===== src/logic/sie_defines.vh =====
// What this block does
// - Execute code suspends the CPU while 24 instruction bits shift in.
// - Execute the loaded instruction over the next four clocks.
// - Shift in the next 4-bit control code during the execute clocks.
// - First code after port entry is forced execute of a no-op.
// - After the forced code, 24 clocks load the first instruction.
// - Code 0000b shift-in and execute; 0001b shift-out; rest reserved.
// - Data launched on rising, captured on falling clock edge.
// - Programming clock is both shift clock and CPU clock.
`ifndef SIE_DEFINES_VH
`define SIE_DEFINES_VH
`define SIE_CODE_W 4
`define SIE_INSTR_W 24
`define SIE_INSTR_CNT 5'h18
`define SIE_EXEC_CNT 3'h4
`define SIE_FIRST_CNT 4'h9
`define SIE_CODE_EXEC 4'h0
`define SIE_CODE_REG_SHIFT_OUT_CODE 4'h1
`define SIE_NOP_INSTR 24'h000000
`define SIE_APB_CTRL 12'h000
`define SIE_APB_STAT 12'h004
`define SIE_APB_INSTR 12'h008
`define SIE_APB_COUNT 12'h00C
`endif


===== src/logic/sie_sync.v =====
`timescale 1ns/1ps
// Three-stage synchroniser; a level change is taken once stages two and
// three agree, which filters single-sample glitches on the pin.
module sie_sync (
   input wire pclk,
   input wire presetn,
   input wire din,
   output reg dout
);
   reg s1_r;
   reg s2_r;
   reg s3_r;
   always @(posedge pclk or negedge presetn) begin
      if (!presetn) begin
         s1_r <= 1'b0;
         s2_r <= 1'b0;
         s3_r <= 1'b0;
         dout <= 1'b0;
      end else begin
         s1_r <= din;
         s2_r <= s1_r;
         s3_r <= s2_r;
         if (s2_r == s3_r) begin
            dout <= s3_r;
         end
      end
   end
endmodule // sie_sync


===== src/logic/sie_port.v =====
// Chosen here: the APB register port and the register addresses.
`timescale 1ns/1ps
`include "sie_defines.vh"
module sie_port (
   input wire pclk,
   input wire presetn,
   input wire prog_serial_clock,
   input wire prog_serial_data,
   input wire psel,
   input wire penable,
   input wire pwrite,
   input wire [11:0] paddr,
   input wire [31:0] pwdata,
   output reg [31:0] prdata,
   output reg pready,
   output reg pslverr,
   output reg cpu_suspend,
   output reg cpu_exec_clk,
   output reg exec_valid,
   output reg [23:0] exec_instr,
   output reg reg_shift_out_code_req
);
   localparam ST_OFF = 3'h0;
   localparam ST_FIRST = 3'h1;
   localparam ST_CODE = 3'h2;
   localparam ST_SHIFT = 3'h3;
   localparam ST_EXEC = 3'h4;
   localparam ST_HOLD = 3'h5;

   wire sclk_s;
   wire sdat_s;
   reg sclk_d_r;
   reg [2:0] state_r;
   reg [4:0] cnt_r;
   reg [3:0] code_r;
   reg [23:0] sh_r;
   reg enable_r;
   reg reserved_seen_r;
   reg [15:0] exec_count_r;
   wire fall;
   wire rise;

   sie_sync u_clk (
      .pclk(pclk),
      .presetn(presetn),
      .din(prog_serial_clock),
      .dout(sclk_s)
   );
   sie_sync u_dat (
      .pclk(pclk),
      .presetn(presetn),
      .din(prog_serial_data),
      .dout(sdat_s)
   );

   assign fall = sclk_d_r & ~sclk_s;
   assign rise = ~sclk_d_r & sclk_s;

   function [3:0] code_shift;
      input [3:0] cur;
      input bitin;
      begin
         code_shift = {bitin, cur[3:1]};
      end
   endfunction

   always @(posedge pclk or negedge presetn) begin
      if (!presetn) begin
         sclk_d_r <= 1'b0;
         state_r <= ST_OFF;
         cnt_r <= 5'h00;
         code_r <= 4'h0;
         sh_r <= 24'h000000;
         cpu_suspend <= 1'b1;
         cpu_exec_clk <= 1'b0;
         exec_valid <= 1'b0;
         exec_instr <= 24'h000000;
         reg_shift_out_code_req <= 1'b0;
         reserved_seen_r <= 1'b0;
         exec_count_r <= 16'h0000;
      end else begin
         sclk_d_r <= sclk_s;
         exec_valid <= 1'b0;
         reg_shift_out_code_req <= 1'b0;
         cpu_exec_clk <= sclk_s;
         if (!enable_r) begin
            state_r <= ST_OFF;
            cpu_suspend <= 1'b1;
         end else begin
            case (state_r)
               ST_OFF: begin
                  state_r <= ST_FIRST;
                  cnt_r <= 5'h00;
               end
               ST_FIRST: begin
                  if (fall) begin
                     if (cnt_r == {1'b0, `SIE_FIRST_CNT} - 5'h01) begin
                        exec_valid <= 1'b1;
                        exec_instr <= `SIE_NOP_INSTR;
                        exec_count_r <= exec_count_r + 16'h0001;
                        state_r <= ST_SHIFT;
                        cnt_r <= 5'h00;
                     end else begin
                        cnt_r <= cnt_r + 5'h01;
                     end
                  end
               end
               ST_CODE: begin
                  if (fall) begin
                     code_r <= code_shift(code_r, sdat_s);
                     if (cnt_r == 5'h03) begin
                        cnt_r <= 5'h00;
                        if (code_shift(code_r, sdat_s) == `SIE_CODE_EXEC) begin
                           state_r <= ST_SHIFT;
                        end else if (code_shift(code_r, sdat_s) ==
                                     `SIE_CODE_REG_SHIFT_OUT_CODE) begin
                           reg_shift_out_code_req <= 1'b1;
                           state_r <= ST_HOLD;
                        end else begin
                           reserved_seen_r <= 1'b1;
                           state_r <= ST_HOLD;
                        end
                     end else begin
                        cnt_r <= cnt_r + 5'h01;
                     end
                  end
               end
               ST_SHIFT: begin
                  cpu_suspend <= 1'b1;
                  if (fall) begin
                     sh_r <= {sdat_s, sh_r[23:1]};
                     if (cnt_r == `SIE_INSTR_CNT - 5'h01) begin
                        cnt_r <= 5'h00;
                        code_r <= 4'h0;
                        state_r <= ST_EXEC;
                        exec_valid <= 1'b1;
                        exec_instr <= {sdat_s, sh_r[23:1]};
                        exec_count_r <= exec_count_r + 16'h0001;
                        cpu_suspend <= 1'b0;
                     end else begin
                        cnt_r <= cnt_r + 5'h01;
                     end
                  end
               end
               ST_EXEC: begin
                  // Execute while next code shifts in
                  cpu_suspend <= 1'b0;
                  if (fall) begin
                     code_r <= code_shift(code_r, sdat_s);
                     if (cnt_r == {2'b00, `SIE_EXEC_CNT} - 5'h01) begin
                        cnt_r <= 5'h00;
                        cpu_suspend <= 1'b1;
                        if (code_shift(code_r, sdat_s) == `SIE_CODE_EXEC) begin
                           state_r <= ST_SHIFT;
                        end else if (code_shift(code_r, sdat_s) ==
                                     `SIE_CODE_REG_SHIFT_OUT_CODE) begin
                           reg_shift_out_code_req <= 1'b1;
                           state_r <= ST_HOLD;
                        end else begin
                           reserved_seen_r <= 1'b1;
                           state_r <= ST_HOLD;
                        end
                     end else begin
                        cnt_r <= cnt_r + 5'h01;
                     end
                  end
               end
               ST_HOLD: begin
                  // Shift-out is outside this block; software resumes it
                  cpu_suspend <= 1'b1;
               end
               default: begin
                  state_r <= ST_OFF;
               end
            endcase
         end
      end
   end

   // APB slave, zero wait states
   always @(posedge pclk or negedge presetn) begin
      if (!presetn) begin
         enable_r <= 1'b0;
         prdata <= 32'h00000000;
         pready <= 1'b0;
         pslverr <= 1'b0;
      end else begin
         pready <= psel & ~penable;
         pslverr <= 1'b0;
         if (psel & ~penable) begin
            prdata <= 32'h00000000;
            case (paddr)
               `SIE_APB_CTRL: prdata <= {31'h00000000, enable_r};
               `SIE_APB_STAT: prdata <= {24'h000000, rise, sclk_s,
                  reserved_seen_r, cpu_suspend, 1'b0, state_r};
               `SIE_APB_INSTR: prdata <= {8'h00, exec_instr};
               `SIE_APB_COUNT: prdata <= {16'h0000, exec_count_r};
               default: pslverr <= 1'b1;
            endcase
            if (pwrite && paddr == `SIE_APB_CTRL) begin
               enable_r <= pwdata[0];
            end
         end
      end
   end
endmodule // sie_port


===== config.mk =====
export PLATFORM = sky130hd
export DESIGN_NAME = sie_port
export DESIGN_NICKNAME = d
export VERILOG_FILES = /design/src/logic/sie_sync.v /design/src/logic/sie_port.v
export VERILOG_INCLUDE_DIRS = /design/src /design/src/logic
export SDC_FILE = /design/constraint.sdc
export NUM_CORES = 1
export LEC_CHECK = 0
export BUFFER_PORTS_ARGS = -buffer_cell sky130_fd_sc_hd__buf_2
export CAP_MARGIN = 15
export CORE_MARGIN = 1.5
export CORE_UTILIZATION = 30
export CTS_BUF_LIST = sky130_fd_sc_hd__clkbuf_4 sky130_fd_sc_hd__clkbuf_8
export DETAILED_ROUTE_END_ITERATION = 16
export HOLD_SLACK_MARGIN = 0.03
export PLACE_DENSITY = 0.48
export SLEW_MARGIN = 20
export SYNTH_ARGS = -nofsm -noshare
export SYNTH_HDL_FRONTEND = slang
export SYNTH_SLANG_ARGS = --single-unit

===== constraint.sdc =====
create_clock -name pclk -period 2.75 [get_ports pclk]
set_input_delay 0.275 -clock pclk [delete_from_list [all_inputs] [get_ports pclk]]
set_output_delay 0.275 -clock pclk [all_outputs]
set_load 0.005 [all_outputs]

==> reports/qor.csv, run 1 <==
metric,value,unit
status,"complete, no violations",
routabilityCongestion,0.772,
cts_sinks,114,
rrSetupSlack,0.42,ns
cp.arrival,2.65,ns
drt_iter0_markers,183,
hp-start,pwdata[0],
setup_tns,0,ns
worst_clock_skew,0.0162,ns
clk_path_buf_depth,2,
fin_hold_ws,0.113,ns
ys_seq_elements,114,
vias_per_cell,4.70,
synthTopCellsByArea,"dfrtp_1 56%, nand2_1 6.7%, mux2_2 6.1%, nand3_1 3.5%, mux2i_1 2.0%",
initial_utilization,30.4,%
reg2reg_depth,7,
syn_inst,463,
drt-pass1-iter-count,4,
vias,3674,
whs_endpoint,enable_r,
critical_path_class,reg -> reg,
critPathLaunchType,flop,
hold_class,in -> reg,
synth.avg_cell_area,10.8,um^2
drt-total-wl,12000,um
rr_endpoint,exec_instr[6],
ioPinCount,113,
grt_pass1_vias,3644,
grt_max_degree,50,
grt_pass1_wl,19500,um
fp.dieW,132,um
synth_commonest_cells,"113 x dfrtp_1, 89 x nand2_1, 35 x nand3_1, 27 x mux2_2, 20 x nor2_1",
area_growth,20.6,%
routed.top_layer,met4,
nets,603,
drt-met1-wl,6030,um
wl_met3,513,um
hold_viol,0,
grt.total_usage,14.4,%
rsz0062_at_grt,false,
ctsHtreeMaxLevel,4,
antenna_found_initial,0,
worst_slew_pin_slew,0.568,ns
cts_buffers,17,
maxCapViolations,0,
dieArea,0.0175,mm^2
wire_per_inst,15.4,um
place_area,0.00563,mm^2
synth.most_common_cell,dfrtp_1,
setup-violations-final,0,
ys.flop_type,dfrtp_1,
setup_ws,0.421,ns
coreArea,0.0165,mm^2
die_height,132,um
rows,47,
yosysTopAreaCell,dfrtp_1,
drive_above_1_share,27.1,%
diodes,0,
p_per_area,544,mW/mm^2
r2r_start,cnt_r[0],
path_clk_slew,0.07,ns
final_antenna_net_count,0,
maxSlewHeadroom,62.1,%
peakVddDrop,0.288,mV
worstPathMaxFanout,31,
synth-edff-count,0,
dp_slack,0.407,ns
power.leakage,3.04,nW
synthesis.area,0.00501,mm^2
setup.worst_path.end_class,flop,
whs_path_depth,2,
fin_crit_sh,84.7,%
fmax,0.429,GHz
wl_met2,5340,um
yosysWarnings,0,
design_area,0.00604,mm^2
overflow,0,
io_buffers,73,
async_flop_share,100,%
post_cts_buffers,0,
clock_latency,0.44,ns
drv_slew,0,
cts_tree,built,
cts-root-buf,clkbuf_8,
ys_seq_area_share,57.0,%
synth_top_area_share,56.5,%
dp_hpwl,8220,um
cp_data_required_time,3.07,ns
fin_crit,2.33,ns
drc,0,
power,3.29,mW
synth_cell_type_count,59,
## timing repair
action | CTS | global route
hold buffers | 3 | 0
resized for setup | 0 | 0
endpoints found under the hold margin | 40 | 0
## worst max-delay path, stage by stage, from the launching register on
cell and delay, ns:
dfrtp_1 0.41, ha_1 0.28, and4b_1 0.25, a32oi_1 0.24, or3_1 0.26, clkinv_2 0.41
nand3_1 0.30, nand2_1 0.07
## cell usage in the layout (no fill, tap or decap), types with 4 or more instances in the layout
| master | count |
|---|---|
| a21oi_1 | 5 |
| a22o_1 | 8 |
| a22oi_1 | 5 |
| buf_2 | 72 |
| buf_4 | 13 |
| clkbuf_8 | 20 |
| clkinv_2 | 5 |
| conb_1 | 8 |
| dfrtp_1 | 113 |
| inv_1 | 8 |
| mux2_2 | 27 |
| mux2i_1 | 10 |
| nand2_1 | 89 |
| nand2b_1 | 5 |
| nand3_1 | 35 |
| nand4_1 | 8 |
| nor2_1 | 20 |
| nor2b_1 | 4 |
| nor3_1 | 4 |
| o21ai_0 | 18 |
| o22ai_1 | 4 |
| xnor2_1 | 11 |
## stage by stage
step	cells	util, %
2_1_floorplan	470	-
3_3_place_gp	747	34.2
3_5_place_dp	747	34.2
4_1_cts	781	36.7
5_1_grt	781	36.7
6_report	781	36.7
## worst max-delay path by stage
stage | slack, ns | to | from
after floorplan | 0.70 | exec_count_r[10] | cnt_r[0]
after global placement | 0.44 | exec_instr[3] | cnt_r[0]
after detailed placement | 0.41 | exec_count_r[12] | cnt_r[0]
after CTS | 0.39 | exec_count_r[12] | cnt_r[0]
after global routing | 0.23 | exec_count_r[12] | cnt_r[0]
final | 0.42 | exec_instr[6] | cnt_r[0]
## report_power, final
part           leakage (nW)  switching, mW  internal [mW]
clock network         0.191          0.687          0.796
logic                  1.28         0.0736         0.0338
registers              1.57        0.00813           1.69
total                  3.04          0.769           2.52
## routing by layer
metal / up-vias / global-route usage (%)
met5: - / 0
met3: 10 / 4.00
met2: 93 / 20.9
met4: 0 / 6.11
met1: 1785 / 20.1
li1: 1786 / -
## layout make-up
type,instances,area (um^2)
Clock inverter,9,82.6
Tap cell,220,275
Fill cell,1668,10400
Sequential cell,114,2850
Inverter,9,35.0
Clock buffer,22,290
Multi-Input combinational cell,318,1990
Timing Repair Buffer,89,508
## registers in the layout (all words and copies together) (netlist names), 3 cells and up
signal	cells
exec_instr	24
prdata	24
code_r	3
state_r	3
sh_r	23
cnt_r	5
exec_count_r	16
## logic make-up after synthesis
group                    Yosys count  share of synthesized area (%)
AND/OR/NAND/NOR                  186                           17.4
flip-flops                       114                           57.0
AO/OA/AOI/OAI                     64                           8.80
multiplexers                      40                           8.97
buffers and inverters             38                           3.82
XOR/XNOR                          15                           2.77
adder cells (fa/ha/maj)            5                           1.15
other                              1                         0.0749
Note: power is estimated with default switching activity, not from simulation.
==> inputs of run 2 (changes only) <==
clock period = 2.2 ns   (was 2.75 ns; I/O delays follow)
==> reports/qor.csv, run 2 (synthesis results as in run 1) <==
metric,value,unit,change
status,"complete, no violations",,unchanged
diodes,0,,unchanged
worstPathMaxFanout,4,,was 31
rsz0062_at_grt,false,,unchanged
final_cell_mix,"113 x dfrtp_1, 89 x nand2_1, 72 x buf_2",,unchanged
grt_max_degree,52,,was 50
nets,620,,was 603
grt_pass1_vias,3706,,was 3644
setup_tns,0,ns,unchanged
crit_slowest_cell,or4_4,,was dfrtp_1
clock_latency,0.45,ns,was 0.44 ns
initial_utilization,30.4,%,unchanged
vias,3750,,was 3674
drv_slew,0,,unchanged
worst_slew_pin_slew,0.552,ns,was 0.568 ns
wire_per_inst,15.0,um,was 15.4 um
area_growth,24.5,%,was 20.6%
drt-pass1-iter-count,4,,unchanged
drt_iter0_markers,155,,was 183
fmax,0.467,GHz,was 0.429 GHz
whs_path_depth,4,,was 2
path_clk_slew,0.07,ns,about the same
coreArea,0.0165,mm^2,unchanged
critPathLaunchType,flop,,unchanged
place_area,0.00578,mm^2,was 0.00563 mm^2
hp-start,paddr[6],,was pwdata[0]
cts_buffers,17,,unchanged
drive_above_1_share,30.1,%,was 27.1%
hold_viol,0,,unchanged
fin_util,37.8,%,was 36.7%
rrSetupSlack,0.06,ns,was 0.42 ns
post_cts_buffers,0,,unchanged
cts_sinks,114,,unchanged
grt_pass1_wl,19900,um,was 19500 um
crit_family,simple AND/OR/NAND/NOR gates,,unchanged
seq_area,0.00285,mm^2,unchanged
maxSlewHeadroom,63.2,%,was 62.1%
dieArea,0.0175,mm^2,unchanged
ioPinCount,113,,unchanged
vias_per_cell,4.69,,was 4.70
setup.worst_path.end_class,flop,,unchanged
crit_buf_inv,0,,was 1
critical_path_class,reg -> reg,,unchanged
layout_commonest_cell,dfrtp_1,,unchanged
p_per_area,673,mW/mm^2,was 544 mW/mm^2
antenna_found_initial,0,,unchanged
design_area,0.00623,mm^2,was 0.00604 mm^2
grt.total_usage,14.7,%,was 14.4%
hold_class,in -> reg,,unchanged
slowest_delay,0.54,ns,was 0.41 ns
multiInputGateArea,0.00201,mm^2,was 0.00199 mm^2
reg2reg_depth,6,,was 7
overflow,0,,unchanged
drc,0,,unchanged
dp_hpwl,8490,um,was 8220 um
io_buffers,73,,unchanged
final_antenna_net_count,0,,unchanged
cts-root-buf,clkbuf_8,,unchanged
worst_clock_skew,0.0105,ns,was 0.0162 ns
nFillCells,1646,,was 1668
ctsHtreeMaxLevel,4,,unchanged
r2r_start,cnt_r[0],,unchanged
largest_registers,"exec_instr: 24 flops, prdata: 24 flops, sh_r: 23 flops",,unchanged
whs_endpoint,prdata[7],,was enable_r
fp.dieW,132,um,unchanged
die_height,132,um,unchanged
cp_cell_sequence,ha_1 -> and4b_1 -> a32oi_1 -> or3_4 -> or4_4 -> xnor2_2,,was ha_1 -> and4b_1 -> a32oi_1 -> or3_1 -> clkinv_2 -> nand3_1 -> nand2_1
routabilityCongestion,0.905,,was 0.772
maxCapViolations,0,,unchanged
cts_tree,built,,unchanged
peakVddDrop,0.326,mV,was 0.288 mV
dp_slack,0.0173,ns,was 0.407 ns
cp.arrival,2.47,ns,was 2.65 ns
rows,47,,unchanged
fin_crit_sh,97.3,%,was 84.7%
rr_endpoint,exec_count_r[10],,was exec_instr[6]
fin_crit,2.14,ns,was 2.33 ns
drt-total-wl,12000,um,about the same
power.leakage,3.15,nW,was 3.04 nW
clk_path_buf_depth,2,,unchanged
setup-violations-final,0,,unchanged
cp_data_required_time,2.53,ns,was 3.07 ns
setup_ws,0.0600,ns,was 0.421 ns
run 2: where the power goes:
group	internal [mW]	switching, mW
logic	0.0489	0.0934
registers	2.11	0.0103
clock network	1.08	0.853
total	3.23	0.957
run 2: worst max-delay path by stage:
| stage | startpoint | slack (ns) | end | cells past startpoint |
|---|---|---|---|---|
| final | cnt_r[0] | 0.06 | exec_count_r[10] | 6 |
| after global routing | cnt_r[0] | 0.0004 | exec_count_r[10] | 6 |
| after CTS | cnt_r[0] | 0.01 | exec_count_r[10] | 6 |
| after detailed placement | cnt_r[0] | 0.02 | exec_count_r[10] | 6 |
| after global placement | cnt_r[0] | 0.02 | exec_count_r[10] | 6 |
| after floorplan | cnt_r[0] | 0.15 | exec_count_r[10] | 6 |
run 2: timing repair:
| item | CTS | global route |
|---|---|---|
| endpoints found under the setup margin | 0 | 21 |
| hold buffers | 4 | 0 |
| endpoints found under the hold margin | 28 | 0 |
| gates resized for setup | 0 | 6 |
run 2: layout make-up:
class	instances	area share, %
Clock buffer	21	4.44
Inverter	9	0.582
Tap cell	220	4.42
Timing Repair Buffer	106	10.6
Sequential cell	114	45.8
Multi-Input combinational cell	318	32.3
Clock inverter	11	1.79
run 2: metrics by stage:
step                cells  hold slack (ns)  total power, mW
finish                799           0.0952             4.19
global route          799           0.0922             4.37
CTS                   799           0.0752             4.25
detailed placement    763            0.171             2.30
global placement      763            0.170             2.30
floorplan             470          -0.0756             2.21
run 2: layer usage:
metal,up-vias,track usage (%),part of all wire [%]
li1,1828,-,-
met1,1795,20.6,50
met2,107,21.3,43
met3,20,3.96,5.3
met4,0,6.11,1.9
met5,-,0,0
run 2: worst register-to-register path, delay by kind of cell (launching register included):
family                   cells  cell delay [ns]
AO/OA/AOI/OAI                1             0.09
flip-flops                   1             0.40
adder cells (fa/ha/maj)      1             0.19
XOR/XNOR                     1             0.14
AND/OR/NAND/NOR              3             1.21
==> inputs of run 3 (changes only) <==
CAP_MARGIN = default   (was 15)
PLACE_DENSITY = 0.58   (was 0.48)
SYNTH_HIERARCHICAL = 1   (was default)
==> reports/qor.csv, run 3 <==
metric,value,unit,change
grt_max_degree,55,,was 52
rsz0062_at_grt,false,,unchanged
initial_utilization,30.6,%,was 30.4%
wire_per_inst,14.9,um,was 15.0 um
fmax,0.483,GHz,was 0.467 GHz
drive_above_1_share,32.6,%,was 30.1%
synthTopCellsByArea,"dfrtp_1 56%, nand2_1 7.3%, mux2_2 6.5%, nand3_1 3.6%, a22oi_1 1.9%",,"was dfrtp_1 56%, nand2_1 6.7%, mux2_2 6.1%, nand3_1 3.5%, mux2i_1 2.0%"
crit_family,simple AND/OR/NAND/NOR gates,,unchanged
final_cell_mix,"113 x dfrtp_1, 99 x nand2_1, 72 x buf_2",,"was 113 x dfrtp_1, 89 x nand2_1, 72 x buf_2"
path_clk_slew,0.07,ns,about the same
cp_cell_sequence,ha_2 -> nand4b_1 -> o2bb2a_4 -> or2_4 -> nor4_2 -> xor2_1,,was ha_1 -> and4b_1 -> a32oi_1 -> or3_4 -> or4_4 -> xnor2_2
drt-pass1-iter-count,5,,was 4
drt_iter0_markers,187,,was 155
peakVddDrop,0.374,mV,was 0.326 mV
largest_registers,"exec_instr: 24 flops, prdata: 24 flops, sh_r: 23 flops",,unchanged
routabilityCongestion,0.861,,was 0.905
drt-total-wl,11600,um,was 12000 um
yosysTopAreaCell,dfrtp_1,,unchanged
layoutNonFillerInstCount,778,,was 799
setup-violations-final,0,,unchanged
cts_sinks,114,,unchanged
yosysWarnings,6,,was 0
grt.total_usage,14.2,%,was 14.7%
io_buffers,73,,unchanged
crit_cells,6,,unchanged
die_height,133,um,was 132 um
dp_slack,0.0889,ns,was 0.0173 ns
cp_data_required_time,2.57,ns,was 2.53 ns
critical_path_class,reg -> reg,,unchanged
final_antenna_net_count,0,,unchanged
setup.worst_path.end_class,flop,,unchanged
synth.most_common_cell,dfrtp_1,,unchanged
clock_latency,0.45,ns,about the same
clk_path_buf_depth,2,,unchanged
setup_tns,0,ns,unchanged
crit_buf_inv,0,,unchanged
synth_commonest_cells,"113 x dfrtp_1, 99 x nand2_1, 36 x nand3_1, 29 x mux2_2, 13 x a22oi_1",,"was 113 x dfrtp_1, 89 x nand2_1, 35 x nand3_1, 27 x mux2_2, 20 x nor2_1"
power.leakage,3.14,nW,was 3.15 nW
cts_buffers,17,,unchanged
worst_slew_pin_slew,0.541,ns,was 0.552 ns
grt_pass1_vias,3693,,was 3706
cp.arrival,2.44,ns,was 2.47 ns
reg2reg_depth,6,,unchanged
p_per_area,683,mW/mm^2,was 673 mW/mm^2
grt_pass1_wl,19300,um,was 19900 um
overflow,0,,unchanged
ys_seq_area_share,56.4,%,was 57.0%
antenna_found_initial,0,,unchanged
hold_class,in -> reg,,unchanged
coreArea,0.0165,mm^2,about the same
critPathLaunchType,flop,,unchanged
maxCapViolations,0,,unchanged
synth_top_area_share,55.9,%,was 56.5%
dp_cells,742,,was 763
dieArea,0.0177,mm^2,was 0.0175 mm^2
worst_clock_skew,0.0125,ns,was 0.0105 ns
drv_slew,0,,unchanged
area_growth,22.0,%,was 24.5%
hold_viol,0,,unchanged
ioPinCount,113,,unchanged
cts-root-buf,clkbuf_8,,unchanged
setup_ws,0.129,ns,was 0.0600 ns
crit_slowest_cell,dfrtp_1,,was or4_4
ys_seq_elements,114,,unchanged
fin_crit_sh,94.2,%,was 97.3%
vias_per_cell,4.74,,was 4.69
synthesis.area,0.00506,mm^2,was 0.00501 mm^2
rows,47,,unchanged
worstPathMaxFanout,7,,was 4
dp_hpwl,8150,um,was 8490 um
nFillCells,1604,,was 1646
synth-edff-count,0,,unchanged
fin_crit,2.07,ns,was 2.14 ns
vias,3686,,was 3750
fp.dieW,133,um,was 132 um
syn_inst,452,,was 463
drc,0,,unchanged
synth.avg_cell_area,11.2,um^2,was 10.8 um^2
cts_tree,built,,unchanged
maxSlewHeadroom,63.9,%,was 63.2%
synth_cell_type_count,65,,was 59
status,"complete, no violations",,unchanged
ctsHtreeMaxLevel,4,,unchanged
slowest_delay,0.42,ns,was 0.54 ns
layout_commonest_cell,dfrtp_1,,unchanged
async_flop_share,100,%,unchanged
ys.flop_type,dfrtp_1,,unchanged
whs_path_depth,3,,was 4
diodes,0,,unchanged
nets,599,,was 620
[run 3: cell count changes after synthesis, moves of 4 or more]
cell,change
o21ai_0,-12
o22ai_1,-4
nand2_1,+10
nor2_1,-11
mux2i_1,-9
a22oi_1,+8
nor4_2,+4
buf_2,-4
nand4_1,-4
o31ai_1,+5
[run 3: worst paths after layout]
path                            startpoint              end  slack, ns
worst max-delay path              cnt_r[0]  exec_count_r[7]       0.13
worst min-delay path              paddr[6]          pslverr       0.07
worst max register to register    cnt_r[0]  exec_count_r[7]       0.13
worst min register to register  u_dat/s1_r       u_dat/s2_r       0.35
max in group asynchronous          presetn      cpu_suspend       1.17
min in group asynchronous          presetn       prdata[23]       0.29
[run 3: cell families after synthesis]
family | Yosys count | share of synthesized area (%)
compound gates | 56 | 8.43
xor+xnor | 15 | 2.60
fa+ha+maj | 6 | 1.38
buf+inv | 38 | 4.33
flops | 114 | 56.4
mux | 31 | 7.10
other cells | 1 | 0.0741
simple gates | 191 | 19.7
[run 3: power breakdown]
group,switching [mW],internal (mW)
combinational,0.0908,0.0441
clock,0.882,1.08
sequential,0.00913,2.11
[run 3: worst min-delay path, cell delays in order]
cell and delay, ns:
buf_2 0.07, nor2_1 0.05, a31oi_1 0.12
[run 3: stage by stage]
step                      total power, mW  instance area (um^2)  hold slack [ns]  util, %
after floorplan                      2.21                  5090          -0.0756        -
after global placement               2.29                  5720            0.228     34.6
after detailed placement             2.29                  5720            0.240     34.6
after CTS                            4.29                  6160           0.0300     37.3
after global routing                 4.40                  6170           0.0556     37.4
final                                4.21                  6170           0.0653     37.4
[run 3: layout make-up]
cell class / instances / area, um^2 / share of cell area [%]
Inverter: 7 / 28.8 / 0.466
Clock buffer: 20 / 269 / 4.36
Clock inverter: 12 / 131 / 2.13
Timing Repair Buffer: 98 / 591 / 9.57
Sequential cell: 114 / 2850 / 46.2
Tap cell: 220 / 275 / 4.46
Multi-Input combinational cell: 307 / 2020 / 32.8
[run 3: per-layer routing]
layer	share of wire, %	vias to the layer above	GRT usage (%)
met4	2.7	0	6.72
met1	47	1830	18.2
li1	-	1766	-
met5	0	-	0
met3	3.0	22	3.98
met2	47	68	22.1
[run 3: timing repair]
| action | 4_1_cts | 5_1_grt |
|---|---|---|
| gates resized for setup | 0 | 3 |
| setup buffers | 0 | 0 |
| hold buffers | 4 | 0 |
| endpoints found under the hold margin | 41 | 0 |
| setup endpoints to repair | 0 | 20 |
